$ cat src/rtl/dac_defs.svh
/*
  Constants for the digitizer acquisition control block: register offsets,
  field positions, reset values and limits.
  Assumes inclusion by bare name from the design module and the testbench.
*/
`ifndef DAC_DEFS_SVH
`define DAC_DEFS_SVH

// ---------------------------------------------------------------
// Register offsets (word index on the plain register port)
// ---------------------------------------------------------------
`define DAC_REG_MODE      4'h0
`define DAC_REG_CLOCK     4'h1
`define DAC_REG_SYNTH     4'h2
`define DAC_REG_CHAN      4'h3
`define DAC_REG_OFFSET1   4'h4
`define DAC_REG_OFFSET2   4'h5
`define DAC_REG_TRIGGER   4'h6
`define DAC_REG_MEMSIZE   4'h7
`define DAC_REG_STATUS    4'h8
`define DAC_REG_MASK      4'h9
`define DAC_REG_COUNT     4'ha

// ---------------------------------------------------------------
// Limits and reset values
// ---------------------------------------------------------------
`define DAC_EXT_DIV_MIN   5'h01
`define DAC_EXT_DIV_MAX   5'h14
`define DAC_DISCARD_MAX   3'h5
`define DAC_SYNTH_MIN_MHZ 9'h014
`define DAC_SYNTH_MAX_MHZ 9'h190
`define DAC_BAND_LO_MHZ   9'h115
`define DAC_BAND_HI_MHZ   9'h134
`define DAC_SYNTH_RST_MHZ 9'h190
`define DAC_GAIN_MAX      3'h5
`define DAC_MEM_STEP      3'h3
`define DAC_MEM_RST       32'h00000008
`define DAC_HOST_NUM      4'h7
`define DAC_HOST_DEN      4'h8

// ---------------------------------------------------------------
// Status bit positions
// ---------------------------------------------------------------
`define DAC_ST_FULL       0
`define DAC_ST_TRIG       1
`define DAC_ST_STAMP      2
`define DAC_ST_XFER       3

`endif

$ cat src/rtl/dac_pkg.sv
/*
  Types for the digitizer acquisition control block.
  Assumes dac_defs.svh is available on the include path.
*/
`default_nettype none
package dac_pkg;
  typedef enum logic [4:0] {
    ST_STANDBY = 5'h01,
    ST_CAPTURE = 5'h02,
    ST_XFER    = 5'h04,
    ST_STREAM  = 5'h08,
    ST_PSTREAM = 5'h10
  } dac_state_e;

  typedef enum logic [1:0] {
    GPIO_LOW  = 2'h0,
    GPIO_HIGH = 2'h1,
    GPIO_TRIG = 2'h2,
    GPIO_CLK2 = 2'h3
  } dac_gpio_e;
endpackage : dac_pkg
`default_nettype wire

$ cat src/rtl/dac_acq_ctrl.sv
/*
  Acquisition control: clocking selection, sample discard, channel packing,
  trigger detection, operating-mode sequencer and register port.
  Assumes samples arrive synchronous to clock_i with sample_valid_i, the RAM
  and host sides take words on their valid/ready handshakes.
*/
// Summary of operation
// - External clock divided by software ratio 1 to 20.
// - Samples discarded with ratio 1, 2, 4, 8, 16 or 32.
// - Synthesizer 20 to 400 MHz, never inside 277 to 308 MHz.
// - Synthesizer reference chosen between internal and external 10 MHz.
// - Clock connector is either converter clock or synthesizer reference.
// - Each channel has a 12-bit software offset code.
// - Dual channel or single channel 1 or 2 capture.
// - Digital connector outputs high, trigger, clock/2; low selection releases it as input requesting timestamp.
// - Five modes: standby, capture, transfer, stream, processed stream.
// - Transfer to host only after a completed capture.
// - Streaming uses RAM as FIFO, interleaving write and read packets.
// - Host delivery limited to 1.4 of 1.6 GB/s.
// - Processed stream sends samples to processor, only its output to host.
// - External trigger on selectable rising or falling edge.
// - Level trigger on threshold crossing of selected channel, selectable polarity.
// - Each channel has one of six gain settings.
// - Capture ends at programmed count and sets full flag.
// - Memory size from 8 bytes upward in 8-byte steps.
`default_nettype none
`include "dac_defs.svh"
module dac_acq_ctrl #(
  parameter int SW = 14
) (
  // Clock and reset
  input  wire logic          clock_i,
  input  wire logic          reset_i,
  // Register port
  input  wire logic [3:0]    reg_addr_i,
  input  wire logic [31:0]   reg_wdata_i,
  input  wire logic          reg_wr_i,
  input  wire logic          reg_rd_i,
  output logic      [31:0]   reg_rdata_o,
  output logic               irq_o,
  // Converter side
  input  wire logic          sample_valid_i,
  input  wire logic [SW-1:0] sample_ch1_i,
  input  wire logic [SW-1:0] sample_ch2_i,
  input  wire logic          ext_trig_i,
  input  wire logic          gpio_i,
  output logic               gpio_o,
  output logic               gpio_oe_o,
  output logic               stamp_req_o,
  output logic               ext_clk_sel_o,
  output logic               ext_ref_sel_o,
  output logic      [4:0]    ext_div_o,
  output logic      [8:0]    synth_mhz_o,
  output logic      [11:0]   offset1_o,
  output logic      [11:0]   offset2_o,
  output logic      [2:0]    gain1_o,
  output logic      [2:0]    gain2_o,
  // RAM write side
  output logic      [31:0]   ram_wdata_o,
  output logic               ram_wvalid_o,
  input  wire logic          ram_wready_i,
  // RAM read and host side
  input  wire logic          ram_rvalid_i,
  output logic               ram_rready_o,
  input  wire logic [31:0]   ram_rdata_i,
  output logic      [31:0]   host_data_o,
  output logic               host_valid_o,
  input  wire logic          host_ready_i,
  // Processing device side
  output logic      [31:0]   proc_data_o,
  output logic               proc_valid_o,
  input  wire logic          proc_ovalid_i,
  input  wire logic [31:0]   proc_odata_i
);

  // ---------------------------------------------------------------
  // State
  // ---------------------------------------------------------------
  typedef struct packed {
    dac_pkg::dac_state_e state;
    logic                ext_clk;
    logic                ext_ref;
    logic [4:0]          ext_div;
    logic [2:0]          discard;
    logic [8:0]          synth;
    logic [1:0]          chan;
    logic [11:0]         off1;
    logic [11:0]         off2;
    logic [2:0]          gain1;
    logic [2:0]          gain2;
    logic [1:0]          gpio_sel;
    logic                gpio_in;
    logic                trig_en;
    logic                trig_fall;
    logic                lvl_en;
    logic                lvl_fall;
    logic                lvl_ch2;
    logic [SW-1:0]       thresh;
    logic [31:0]         memsize;
    logic [3:0]          status;
    logic [3:0]          mask;
    logic [31:0]         count;
    logic                captured;
    logic                armed;
    logic [4:0]          disc_cnt;
    logic                prev_trig;
    logic                prev_gpio;
    logic                prev_above;
    logic                half;
    logic [15:0]         hold;
    logic                hold_v;
    logic [31:0]         wdata;
    logic                wvalid;
    logic [31:0]         hdata;
    logic                hvalid;
    logic [3:0]          credit;
    logic                clk2;
    logic                trig_pulse;
    logic                stamp;
    logic [31:0]         rdata;
  } dac_regs_s;

  dac_regs_s r_reg;
  dac_regs_s r_next;

  function automatic logic [8:0] synth_clip(input logic [8:0] f);
    logic [8:0] v;
    v = f;
    if (v < `DAC_SYNTH_MIN_MHZ) v = `DAC_SYNTH_MIN_MHZ;
    if (v > `DAC_SYNTH_MAX_MHZ) v = `DAC_SYNTH_MAX_MHZ;
    if (v >= `DAC_BAND_LO_MHZ && v <= `DAC_BAND_HI_MHZ) v = `DAC_BAND_LO_MHZ - 9'h001;
    return v;
  endfunction : synth_clip

  function automatic logic [2:0] gain_clip(input logic [2:0] g);
    return (g > `DAC_GAIN_MAX) ? `DAC_GAIN_MAX : g;
  endfunction : gain_clip

  logic          run;
  logic          keep;
  logic          above;
  logic          trig_hit;
  logic [SW-1:0] lvl_sample;
  logic [4:0]    disc_top;

  assign run        = r_reg.state inside {dac_pkg::ST_CAPTURE, dac_pkg::ST_STREAM, dac_pkg::ST_PSTREAM};
  assign disc_top   = 5'((6'h01 << r_reg.discard) - 6'h01);
  // Discard first, so the level comparison sees only surviving samples
  assign keep       = sample_valid_i && (r_reg.disc_cnt == disc_top);
  assign lvl_sample = r_reg.lvl_ch2 ? sample_ch2_i : sample_ch1_i;
  assign above      = lvl_sample >= r_reg.thresh;

  always_comb begin
    trig_hit = 1'b0;
    if (r_reg.trig_en && (r_reg.trig_fall ? (r_reg.prev_trig && !ext_trig_i)
                                          : (!r_reg.prev_trig && ext_trig_i)))
      trig_hit = 1'b1;
    if (r_reg.lvl_en && keep && (r_reg.lvl_fall ? (r_reg.prev_above && !above)
                                                : (!r_reg.prev_above && above)))
      trig_hit = 1'b1;
  end

  // ---------------------------------------------------------------
  // Next state
  // ---------------------------------------------------------------
  always_comb begin
    r_next            = r_reg;
    r_next.prev_trig  = ext_trig_i;
    r_next.gpio_in    = gpio_i;
    r_next.prev_gpio  = r_reg.gpio_in;
    r_next.clk2       = ~r_reg.clk2;
    r_next.trig_pulse = run && trig_hit;
    r_next.rdata      = 32'h0;

    // Timestamp request from digital input pulse when connector is an input
    r_next.stamp = r_reg.gpio_in && !r_reg.prev_gpio
                   && r_reg.gpio_sel == dac_pkg::GPIO_LOW && r_reg.mask[`DAC_ST_STAMP];

    if (r_reg.wvalid && ram_wready_i) r_next.wvalid = 1'b0;
    if (r_reg.hvalid && host_ready_i) r_next.hvalid = 1'b0;

    // Sample path
    if (sample_valid_i)
      r_next.disc_cnt = keep ? 5'h00 : r_reg.disc_cnt + 5'h01;
    if (keep) r_next.prev_above = above;
    if (run && trig_hit) r_next.armed = 1'b1;
    if (run && r_reg.armed && keep && !r_reg.wvalid) begin
      if (r_reg.chan == 2'h0) begin
        r_next.wdata  = {2'b00, sample_ch2_i, 2'b00, sample_ch1_i};
        r_next.wvalid = 1'b1;
      end else begin
        r_next.half = ~r_reg.half;
        r_next.hold = {2'b00, (r_reg.chan == 2'h2) ? sample_ch2_i : sample_ch1_i};
        if (r_reg.half) begin
          r_next.wdata  = {2'b00, (r_reg.chan == 2'h2) ? sample_ch2_i : sample_ch1_i, r_reg.hold};
          r_next.wvalid = 1'b1;
        end
      end
    end
    if (r_reg.wvalid && ram_wready_i && r_reg.state == dac_pkg::ST_CAPTURE) begin
      r_next.count = r_reg.count + 32'h4;
      if (r_reg.count + 32'h4 >= r_reg.memsize) begin
        r_next.state    = dac_pkg::ST_STANDBY;
        r_next.captured = 1'b1;
        r_next.armed    = 1'b0;
        r_next.status[`DAC_ST_FULL] = 1'b1;
      end
    end

    // Host delivery, paced to seven words in eight cycles
    r_next.credit = (r_reg.credit == `DAC_HOST_DEN - 4'h1) ? 4'h0 : r_reg.credit + 4'h1;
    if (ram_rready_o && ram_rvalid_i) begin
      r_next.hdata  = ram_rdata_i;
      r_next.hvalid = 1'b1;
      if (r_reg.state == dac_pkg::ST_XFER) begin
        r_next.count = r_reg.count + 32'h4;
        if (r_reg.count + 32'h4 >= r_reg.memsize) begin
          r_next.state    = dac_pkg::ST_STANDBY;
          r_next.captured = 1'b0;
          r_next.status[`DAC_ST_XFER] = 1'b1;
        end
      end
    end
    if (r_reg.state == dac_pkg::ST_PSTREAM && proc_ovalid_i && !r_reg.hvalid) begin
      r_next.hdata  = proc_odata_i;
      r_next.hvalid = 1'b1;
    end
    if (run && trig_hit) r_next.status[`DAC_ST_TRIG] = 1'b1;
    if (r_reg.stamp) r_next.status[`DAC_ST_STAMP] = 1'b1;

    // Register writes; status clear is write-one, set wins only for bits not already set
    if (reg_wr_i) begin
      unique case (reg_addr_i)
        `DAC_REG_MODE: begin
          r_next.count = 32'h0;
          r_next.armed = 1'b0;
          r_next.half  = 1'b0;
          unique case (reg_wdata_i[2:0])
            3'h1:    r_next.state = dac_pkg::ST_CAPTURE;
            3'h2:    r_next.state = r_reg.captured ? dac_pkg::ST_XFER : dac_pkg::ST_STANDBY;
            3'h3:    r_next.state = dac_pkg::ST_STREAM;
            3'h4:    r_next.state = dac_pkg::ST_PSTREAM;
            default: r_next.state = dac_pkg::ST_STANDBY;
          endcase
          if (reg_wdata_i[2:0] == 3'h1) r_next.captured = 1'b0;
        end
        `DAC_REG_CLOCK: begin
          r_next.ext_clk = reg_wdata_i[0];
          r_next.ext_ref = reg_wdata_i[1] && !reg_wdata_i[0];
          r_next.ext_div = (reg_wdata_i[8:4] < `DAC_EXT_DIV_MIN) ? `DAC_EXT_DIV_MIN :
                           (reg_wdata_i[8:4] > `DAC_EXT_DIV_MAX) ? `DAC_EXT_DIV_MAX : reg_wdata_i[8:4];
          r_next.discard = (reg_wdata_i[14:12] > `DAC_DISCARD_MAX) ? `DAC_DISCARD_MAX
                                                                 : reg_wdata_i[14:12];
          r_next.gpio_sel = reg_wdata_i[17:16];
        end
        `DAC_REG_SYNTH:   r_next.synth = synth_clip(reg_wdata_i[8:0]);
        `DAC_REG_CHAN: begin
          r_next.chan  = (reg_wdata_i[1:0] == 2'h3) ? 2'h0 : reg_wdata_i[1:0];
          r_next.gain1 = gain_clip(reg_wdata_i[6:4]);
          r_next.gain2 = gain_clip(reg_wdata_i[10:8]);
        end
        `DAC_REG_OFFSET1: r_next.off1 = reg_wdata_i[11:0];
        `DAC_REG_OFFSET2: r_next.off2 = reg_wdata_i[11:0];
        `DAC_REG_TRIGGER: begin
          r_next.trig_en   = reg_wdata_i[0];
          r_next.trig_fall = reg_wdata_i[1];
          r_next.lvl_en    = reg_wdata_i[2];
          r_next.lvl_fall  = reg_wdata_i[3];
          r_next.lvl_ch2   = reg_wdata_i[4];
          r_next.thresh    = reg_wdata_i[16+SW-1:16];
        end
        `DAC_REG_MEMSIZE:
          r_next.memsize = (reg_wdata_i[31:3] == 29'h0) ? `DAC_MEM_RST : {reg_wdata_i[31:3], 3'b000};
        `DAC_REG_STATUS:  r_next.status = (r_reg.status & ~reg_wdata_i[3:0]) | (r_next.status & ~r_reg.status);
        `DAC_REG_MASK:    r_next.mask = reg_wdata_i[3:0];
        default: ;
      endcase
    end

    if (reg_rd_i) begin
      unique case (reg_addr_i)
        `DAC_REG_MODE:    r_next.rdata = {27'h0, r_reg.state};
        `DAC_REG_CLOCK:   r_next.rdata = {14'h0, r_reg.gpio_sel, 1'b0, r_reg.discard, 3'h0, r_reg.ext_div,
                                          2'h0, r_reg.ext_ref, r_reg.ext_clk};
        `DAC_REG_SYNTH:   r_next.rdata = {23'h0, r_reg.synth};
        `DAC_REG_CHAN:    r_next.rdata = {21'h0, r_reg.gain2, 1'b0, r_reg.gain1, 2'h0, r_reg.chan};
        `DAC_REG_OFFSET1: r_next.rdata = {20'h0, r_reg.off1};
        `DAC_REG_OFFSET2: r_next.rdata = {20'h0, r_reg.off2};
        `DAC_REG_TRIGGER: r_next.rdata = {2'h0, r_reg.thresh, 11'h0, r_reg.lvl_ch2, r_reg.lvl_fall,
                                          r_reg.lvl_en, r_reg.trig_fall, r_reg.trig_en};
        `DAC_REG_MEMSIZE: r_next.rdata = r_reg.memsize;
        `DAC_REG_STATUS:  r_next.rdata = {28'h0, r_reg.status};
        `DAC_REG_MASK:    r_next.rdata = {28'h0, r_reg.mask};
        `DAC_REG_COUNT:   r_next.rdata = r_reg.count;
        default:          r_next.rdata = 32'h0;
      endcase
    end
  end

  // ---------------------------------------------------------------
  // Registers
  // ---------------------------------------------------------------
  always_ff @(posedge clock_i) begin
    if (reset_i) begin
      r_reg         <= '0;
      r_reg.state   <= dac_pkg::ST_STANDBY;
      r_reg.ext_div <= `DAC_EXT_DIV_MIN;
      r_reg.synth   <= `DAC_SYNTH_RST_MHZ;
      r_reg.memsize <= `DAC_MEM_RST;
    end else begin
      r_reg <= r_next;
    end
  end

  // ---------------------------------------------------------------
  // Outputs
  // ---------------------------------------------------------------
  always_comb begin
    unique case (r_reg.gpio_sel)
      dac_pkg::GPIO_LOW:  gpio_o = 1'b0;
      dac_pkg::GPIO_HIGH: gpio_o = 1'b1;
      dac_pkg::GPIO_TRIG: gpio_o = r_reg.trig_pulse;
      dac_pkg::GPIO_CLK2: gpio_o = r_reg.clk2;
    endcase
  end
  // Low selection doubles as the timestamp input, so the pin is released then
  assign gpio_oe_o     = r_reg.gpio_sel != dac_pkg::GPIO_LOW;
  assign stamp_req_o   = r_reg.stamp;
  assign reg_rdata_o   = r_reg.rdata;
  assign irq_o         = |(r_reg.status & r_reg.mask);
  assign ext_clk_sel_o = r_reg.ext_clk;
  assign ext_ref_sel_o = r_reg.ext_ref;
  assign ext_div_o     = r_reg.ext_div;
  assign synth_mhz_o   = r_reg.synth;
  assign offset1_o     = r_reg.off1;
  assign offset2_o     = r_reg.off2;
  assign gain1_o       = r_reg.gain1;
  assign gain2_o       = r_reg.gain2;
  assign ram_wdata_o   = r_reg.wdata;
  assign ram_wvalid_o  = r_reg.wvalid && r_reg.state != dac_pkg::ST_PSTREAM;
  assign proc_data_o   = r_reg.wdata;
  assign proc_valid_o  = r_reg.wvalid && r_reg.state == dac_pkg::ST_PSTREAM;
  // Reads interleave with writes: no read while a write word is pending
  assign ram_rready_o  = (r_reg.state == dac_pkg::ST_XFER || r_reg.state == dac_pkg::ST_STREAM)
                         && !r_reg.hvalid && !r_reg.wvalid && r_reg.credit != `DAC_HOST_DEN - 4'h1;
  assign host_data_o   = r_reg.hdata;
  assign host_valid_o  = r_reg.hvalid;

  // ---------------------------------------------------------------
  // Checks
  // ---------------------------------------------------------------
  synth_band_a: assert property (@(posedge clock_i) disable iff (reset_i)
    !(synth_mhz_o >= `DAC_BAND_LO_MHZ && synth_mhz_o <= `DAC_BAND_HI_MHZ)
    && synth_mhz_o >= `DAC_SYNTH_MIN_MHZ && synth_mhz_o <= `DAC_SYNTH_MAX_MHZ)
    else $error("synthesizer setting out of range");
  ext_div_a: assert property (@(posedge clock_i) disable iff (reset_i)
    ext_div_o >= `DAC_EXT_DIV_MIN && ext_div_o <= `DAC_EXT_DIV_MAX)
    else $error("external divider out of range");
  ref_sel_a: assert property (@(posedge clock_i) disable iff (reset_i)
    ext_clk_sel_o |-> !ext_ref_sel_o)
    else $error("connector used twice");
  xfer_gate_a: assert property (@(posedge clock_i) disable iff (reset_i)
    (reg_wr_i && reg_addr_i == `DAC_REG_MODE && reg_wdata_i[2:0] == 3'h2 && !r_reg.captured)
    |=> r_reg.state == dac_pkg::ST_STANDBY)
    else $error("transfer without capture");
  host_pace_a: assert property (@(posedge clock_i) disable iff (reset_i)
    (ram_rready_o && ram_rvalid_i) [*7] |=> !(ram_rready_o && ram_rvalid_i))
    else $error("host pacing broken");
  gain_range_a: assert property (@(posedge clock_i) disable iff (reset_i)
    gain1_o <= `DAC_GAIN_MAX && gain2_o <= `DAC_GAIN_MAX)
    else $error("gain out of range");
  mem_step_a: assert property (@(posedge clock_i) disable iff (reset_i)
    r_reg.memsize[2:0] == 3'b000 && r_reg.memsize != 32'h0)
    else $error("memory size not a multiple of eight");
  full_flag_a: assert property (@(posedge clock_i) disable iff (reset_i)
    (r_reg.state == dac_pkg::ST_CAPTURE && ram_wvalid_o && ram_wready_i
     && r_reg.count + 32'h4 >= r_reg.memsize && !reg_wr_i)
    |=> r_reg.status[`DAC_ST_FULL] && r_reg.state == dac_pkg::ST_STANDBY)
    else $error("full not flagged");
  proc_route_a: assert property (@(posedge clock_i) disable iff (reset_i)
    r_reg.state == dac_pkg::ST_PSTREAM |-> !ram_wvalid_o && !ram_rready_o)
    else $error("processed data bypassed");
  fall_trig_a: assert property (@(posedge clock_i) disable iff (reset_i)
    (run && r_reg.trig_en && r_reg.trig_fall && r_reg.prev_trig && !ext_trig_i && !reg_wr_i)
    |=> r_reg.armed)
    else $error("falling trigger missed");

endmodule : dac_acq_ctrl
`default_nettype wire

$ cat config.mk
export PLATFORM = sky130hd
export DESIGN_NAME = dac_acq_ctrl
export DESIGN_NICKNAME = d
export VERILOG_FILES = /design/src/rtl/dac_pkg.sv /design/src/rtl/dac_acq_ctrl.sv
export VERILOG_INCLUDE_DIRS = /design/src /design/src/rtl
export SDC_FILE = /design/constraint.sdc
export NUM_CORES = 1
export LEC_CHECK = 0
export ABC_AREA = 1
export BUFFER_PORTS_ARGS = -buffer_cell sky130_fd_sc_hd__buf_2
export CAP_MARGIN = 10
export CORE_ASPECT_RATIO = 0.5
export CORE_MARGIN = 2
export CORE_UTILIZATION = 43
export DETAILED_ROUTE_END_ITERATION = 10
export PLACE_DENSITY = 0.67
export SLEW_MARGIN = 20
export SYNTH_ARGS = -nofsm -noshare
export SYNTH_HDL_FRONTEND = slang
export SYNTH_SLANG_ARGS = --single-unit
$ cat constraint.sdc
create_clock -name clock_i -period 3.2 [get_ports clock_i]
set_input_delay 0.64 -clock clock_i [delete_from_list [all_inputs] [get_ports clock_i]]
set_output_delay 0.64 -clock clock_i [all_outputs]
set_load 0.05 [all_outputs]
==> metrics.txt <==
status finished, final reports clean; normalized max-slew margin 0.359; Yosys reg bits 271; post-layout min period 3.00 ns; DRC viols 0; drt initial violations 1149; largest net degree at the start of global routing 73; commonest non-fill, non-tap cell in the layout nand2_1; global-route wire length before repair 68.6 mm; Top FF cell, synth dfxtp_1; Worst Setup Start Kind register; # rows 47; Synth-to-Final Area Change 13.3%; fraction of layout cells with a size suffix above 1 0.213; fmax 334 MHz; later-pin clock latency in the skew report 0.56 ns; FILL cells 3388; delay of the slowest cell on the worst path 0.36 ns; routability cong. 0.930; VDD IR-drop max 0.357 mV; clk_skew 0.0213 ns; Max Buffers Root-to-Sink 3; main area contributors after synthesis dfxtp_1 37%, nand2_1 11%, buf_4 8.8%, inv_1 6.7%, a21oi_1 6.3%; port bufs 312; final hold vios 0; leak pwr 7.67 nW; PD cells 447 nW/um^2; Yosys top cell area share 0.367; dominant delay contributor by cell family on the critical path simple AND/OR/NAND/NOR gates; Synth cell types 50; Die X 266 um; CTS Buf Count 27; dpl hpwl 33.7 mm; # IOs 321; most frequent cells in the layout 423 x nand2_1, 311 x buf_2, 267 x dfxtp_1, 259 x inv_1, 186 x a21oi_1; final non-filler cell total 2691; cell count of the worst reg-to-reg path 16; Slew @ Worst Pin 0.960 ns; r2r setup slk 0.20 ns; CTS tree done; Initial DRT Pass Iterations 5; R2R Path Start r_reg[136]$_SDFF_PP0_; Sink Count 271; worst hold stages 3; H-tree levels 1; crit path max fanout 5; FFs w/ async S/R, synth 0; register area share after synthesis 0.367; wirelength, routed 45.3 mm; area of the core 33500 um^2; CTS Hold Bufs 0; design area 16700 um^2; GRT Total Usage 0.242; final worst path period share 0.937; Final Net Count 2415; cell area after synthesis 14800 um^2; Crit-path slowest cell or3_4; Max Slew Vio Count 0; Syn Inst Count 2088; hold_sp gpio_i; setup violators final 0; required time worst endpoint 3.64 ns; CTS root buf clkbuf_16; Synth area leader dfxtp_1; crit-path cells inv_1, nor3_4, nand3_2, or3_4, xor2_1, inv_1, ha_1, a21o_1, nor2_1, nand2_1, a21oi_2, nand3_2, nand2_2, inv_1, o21ai_0, nor2_1; WS Path Type reg -> reg; cell mode on critical path inv_1; Crit Reg-Reg Endpoint r_reg[169]$_SDFF_PP0_; worst path arrival time 3.44 ns; Die Area 35900 um^2; Bufs and invs on worst path 3; WHS Endpoint r_next[124]$_SDFF_PP0_; Die Ht 135 um; vias in the first global route 12400; Initial Utilization 0.441; antenna-violating nets left 0; Register Area 5430 um^2; antenna violations before repair 1; max FFs per register 130; placed insts 2636; DR vias/cell 5.13; Max Cap Viol 0; Synth warnings 0; number of synthesized flops with an enable pin 0; wire per inst 16.8 um; Via Count 13800; syn avg cell area 7.07 um^2; grt ovf 0; worst min path class in -> reg; Setup TNS 0 ns; Worst-path clk slew 0.07 ns; area of the multi-input gates 6760 um^2; Final Power 7.48 mW; Worst setup EP type register; dpl cell area 15600 um^2
-- worst max-delay path by stage --
stage | start | endpoint | slack [ns] | depth (start not counted)
CTS | r_reg[136]$_SDFF_PP0_ | r_reg[169]$_SDFF_PP0_ | 0.008 | 16
floorplan | r_reg[135]$_SDFF_PP0_ | r_reg[169]$_SDFF_PP0_ | 0.53 | 16
finish | r_reg[136]$_SDFF_PP0_ | r_reg[169]$_SDFF_PP0_ | 0.20 | 16
global placement | r_reg[142]$_SDFF_PP0_ | r_reg[169]$_SDFF_PP0_ | 0.008 | 20
global route | r_reg[144]$_SDFF_PP0_ | r_reg[169]$_SDFF_PP0_ | -0.03 | 20
detailed placement | r_reg[142]$_SDFF_PP0_ | r_reg[169]$_SDFF_PP0_ | -0.004 | 20
-- through the flow --
stage,worst slack (ns),utilization,hold slack [ns]
4_1_cts,0.00800,0.495,0.268
3_3_place_gp,0.00807,0.467,0.379
2_1_floorplan,0.527,-,0.375
5_1_grt,-0.0315,0.500,0.286
3_5_place_dp,-0.00422,0.467,0.383
6_report,0.202,0.500,0.283
-- routing by layer --
metal  routed length, um  track usage
met1               19900        0.320
met4                1470       0.0836
met2               20700        0.393
met5                  13            0
met3                3210       0.0491
-- worst min-delay path: stages --
cell	delay, ns
buf_2	0.08
inv_1	0.03
nor2_1	0.06
-- cells by family (layout without fill, tap and decap cells) --
| group | count (synthesis) | after routing | synth area share |
|---|---|---|---|
| AOI/OAI and AO/OA | 493 | 493 | 0.187 |
| xor gates and xnor gates | 29 | 29 | 0.0172 |
| adders and majority gates | 48 | 48 | 0.0407 |
| buffers and inverters | 539 | 693 | 0.186 |
| DFF | 271 | 271 | 0.367 |
| other | 1 | 9 | 0.000254 |
| and+or+nand+nor | 707 | 707 | 0.202 |
-- synthesized netlist by cell type, types with 11 or more instances --
cell	count
nor2_1	107
xor2_1	27
o21ai_0	164
a21oi_2	11
nand2_1	425
o22ai_1	38
inv_1	262
a31oi_1	39
buf_2	22
a21oi_1	187
nor3_1	22
nand3_1	97
clkbuf_1	65
nand4_1	27
a211oi_1	15
ha_1	48
buf_4	174
dfxtp_1	271
-- final cells by class --
class | count | area share
diodes | 1 | 0.000150
flip-flops and latches | 271 | 0.325
well taps | 441 | 0.0330
clock buffers | 32 | 0.0433
clock inverters | 18 | 0.0132
inverters | 272 | 0.0610
repair buffers | 371 | 0.121
multi-input cells | 1285 | 0.404
-- report_power, final --
part | total, mW | internal (mW) | switching [mW]
logic | 0.632 | 0.196 | 0.436
clock network | 3.42 | 1.96 | 1.45
registers | 3.44 | 3.41 | 0.0250
-- timing repair --
action | CTS | global route
pin swaps | 0 | 6
setup endpoints to repair | 1 | 7
gates cloned | 0 | 0
endpoints found under the hold margin | 0 | 0
buffers inserted | 0 | 4
gates resized for setup | 2 | 32
No activity file was read; power rests on OpenSTA's default activity.
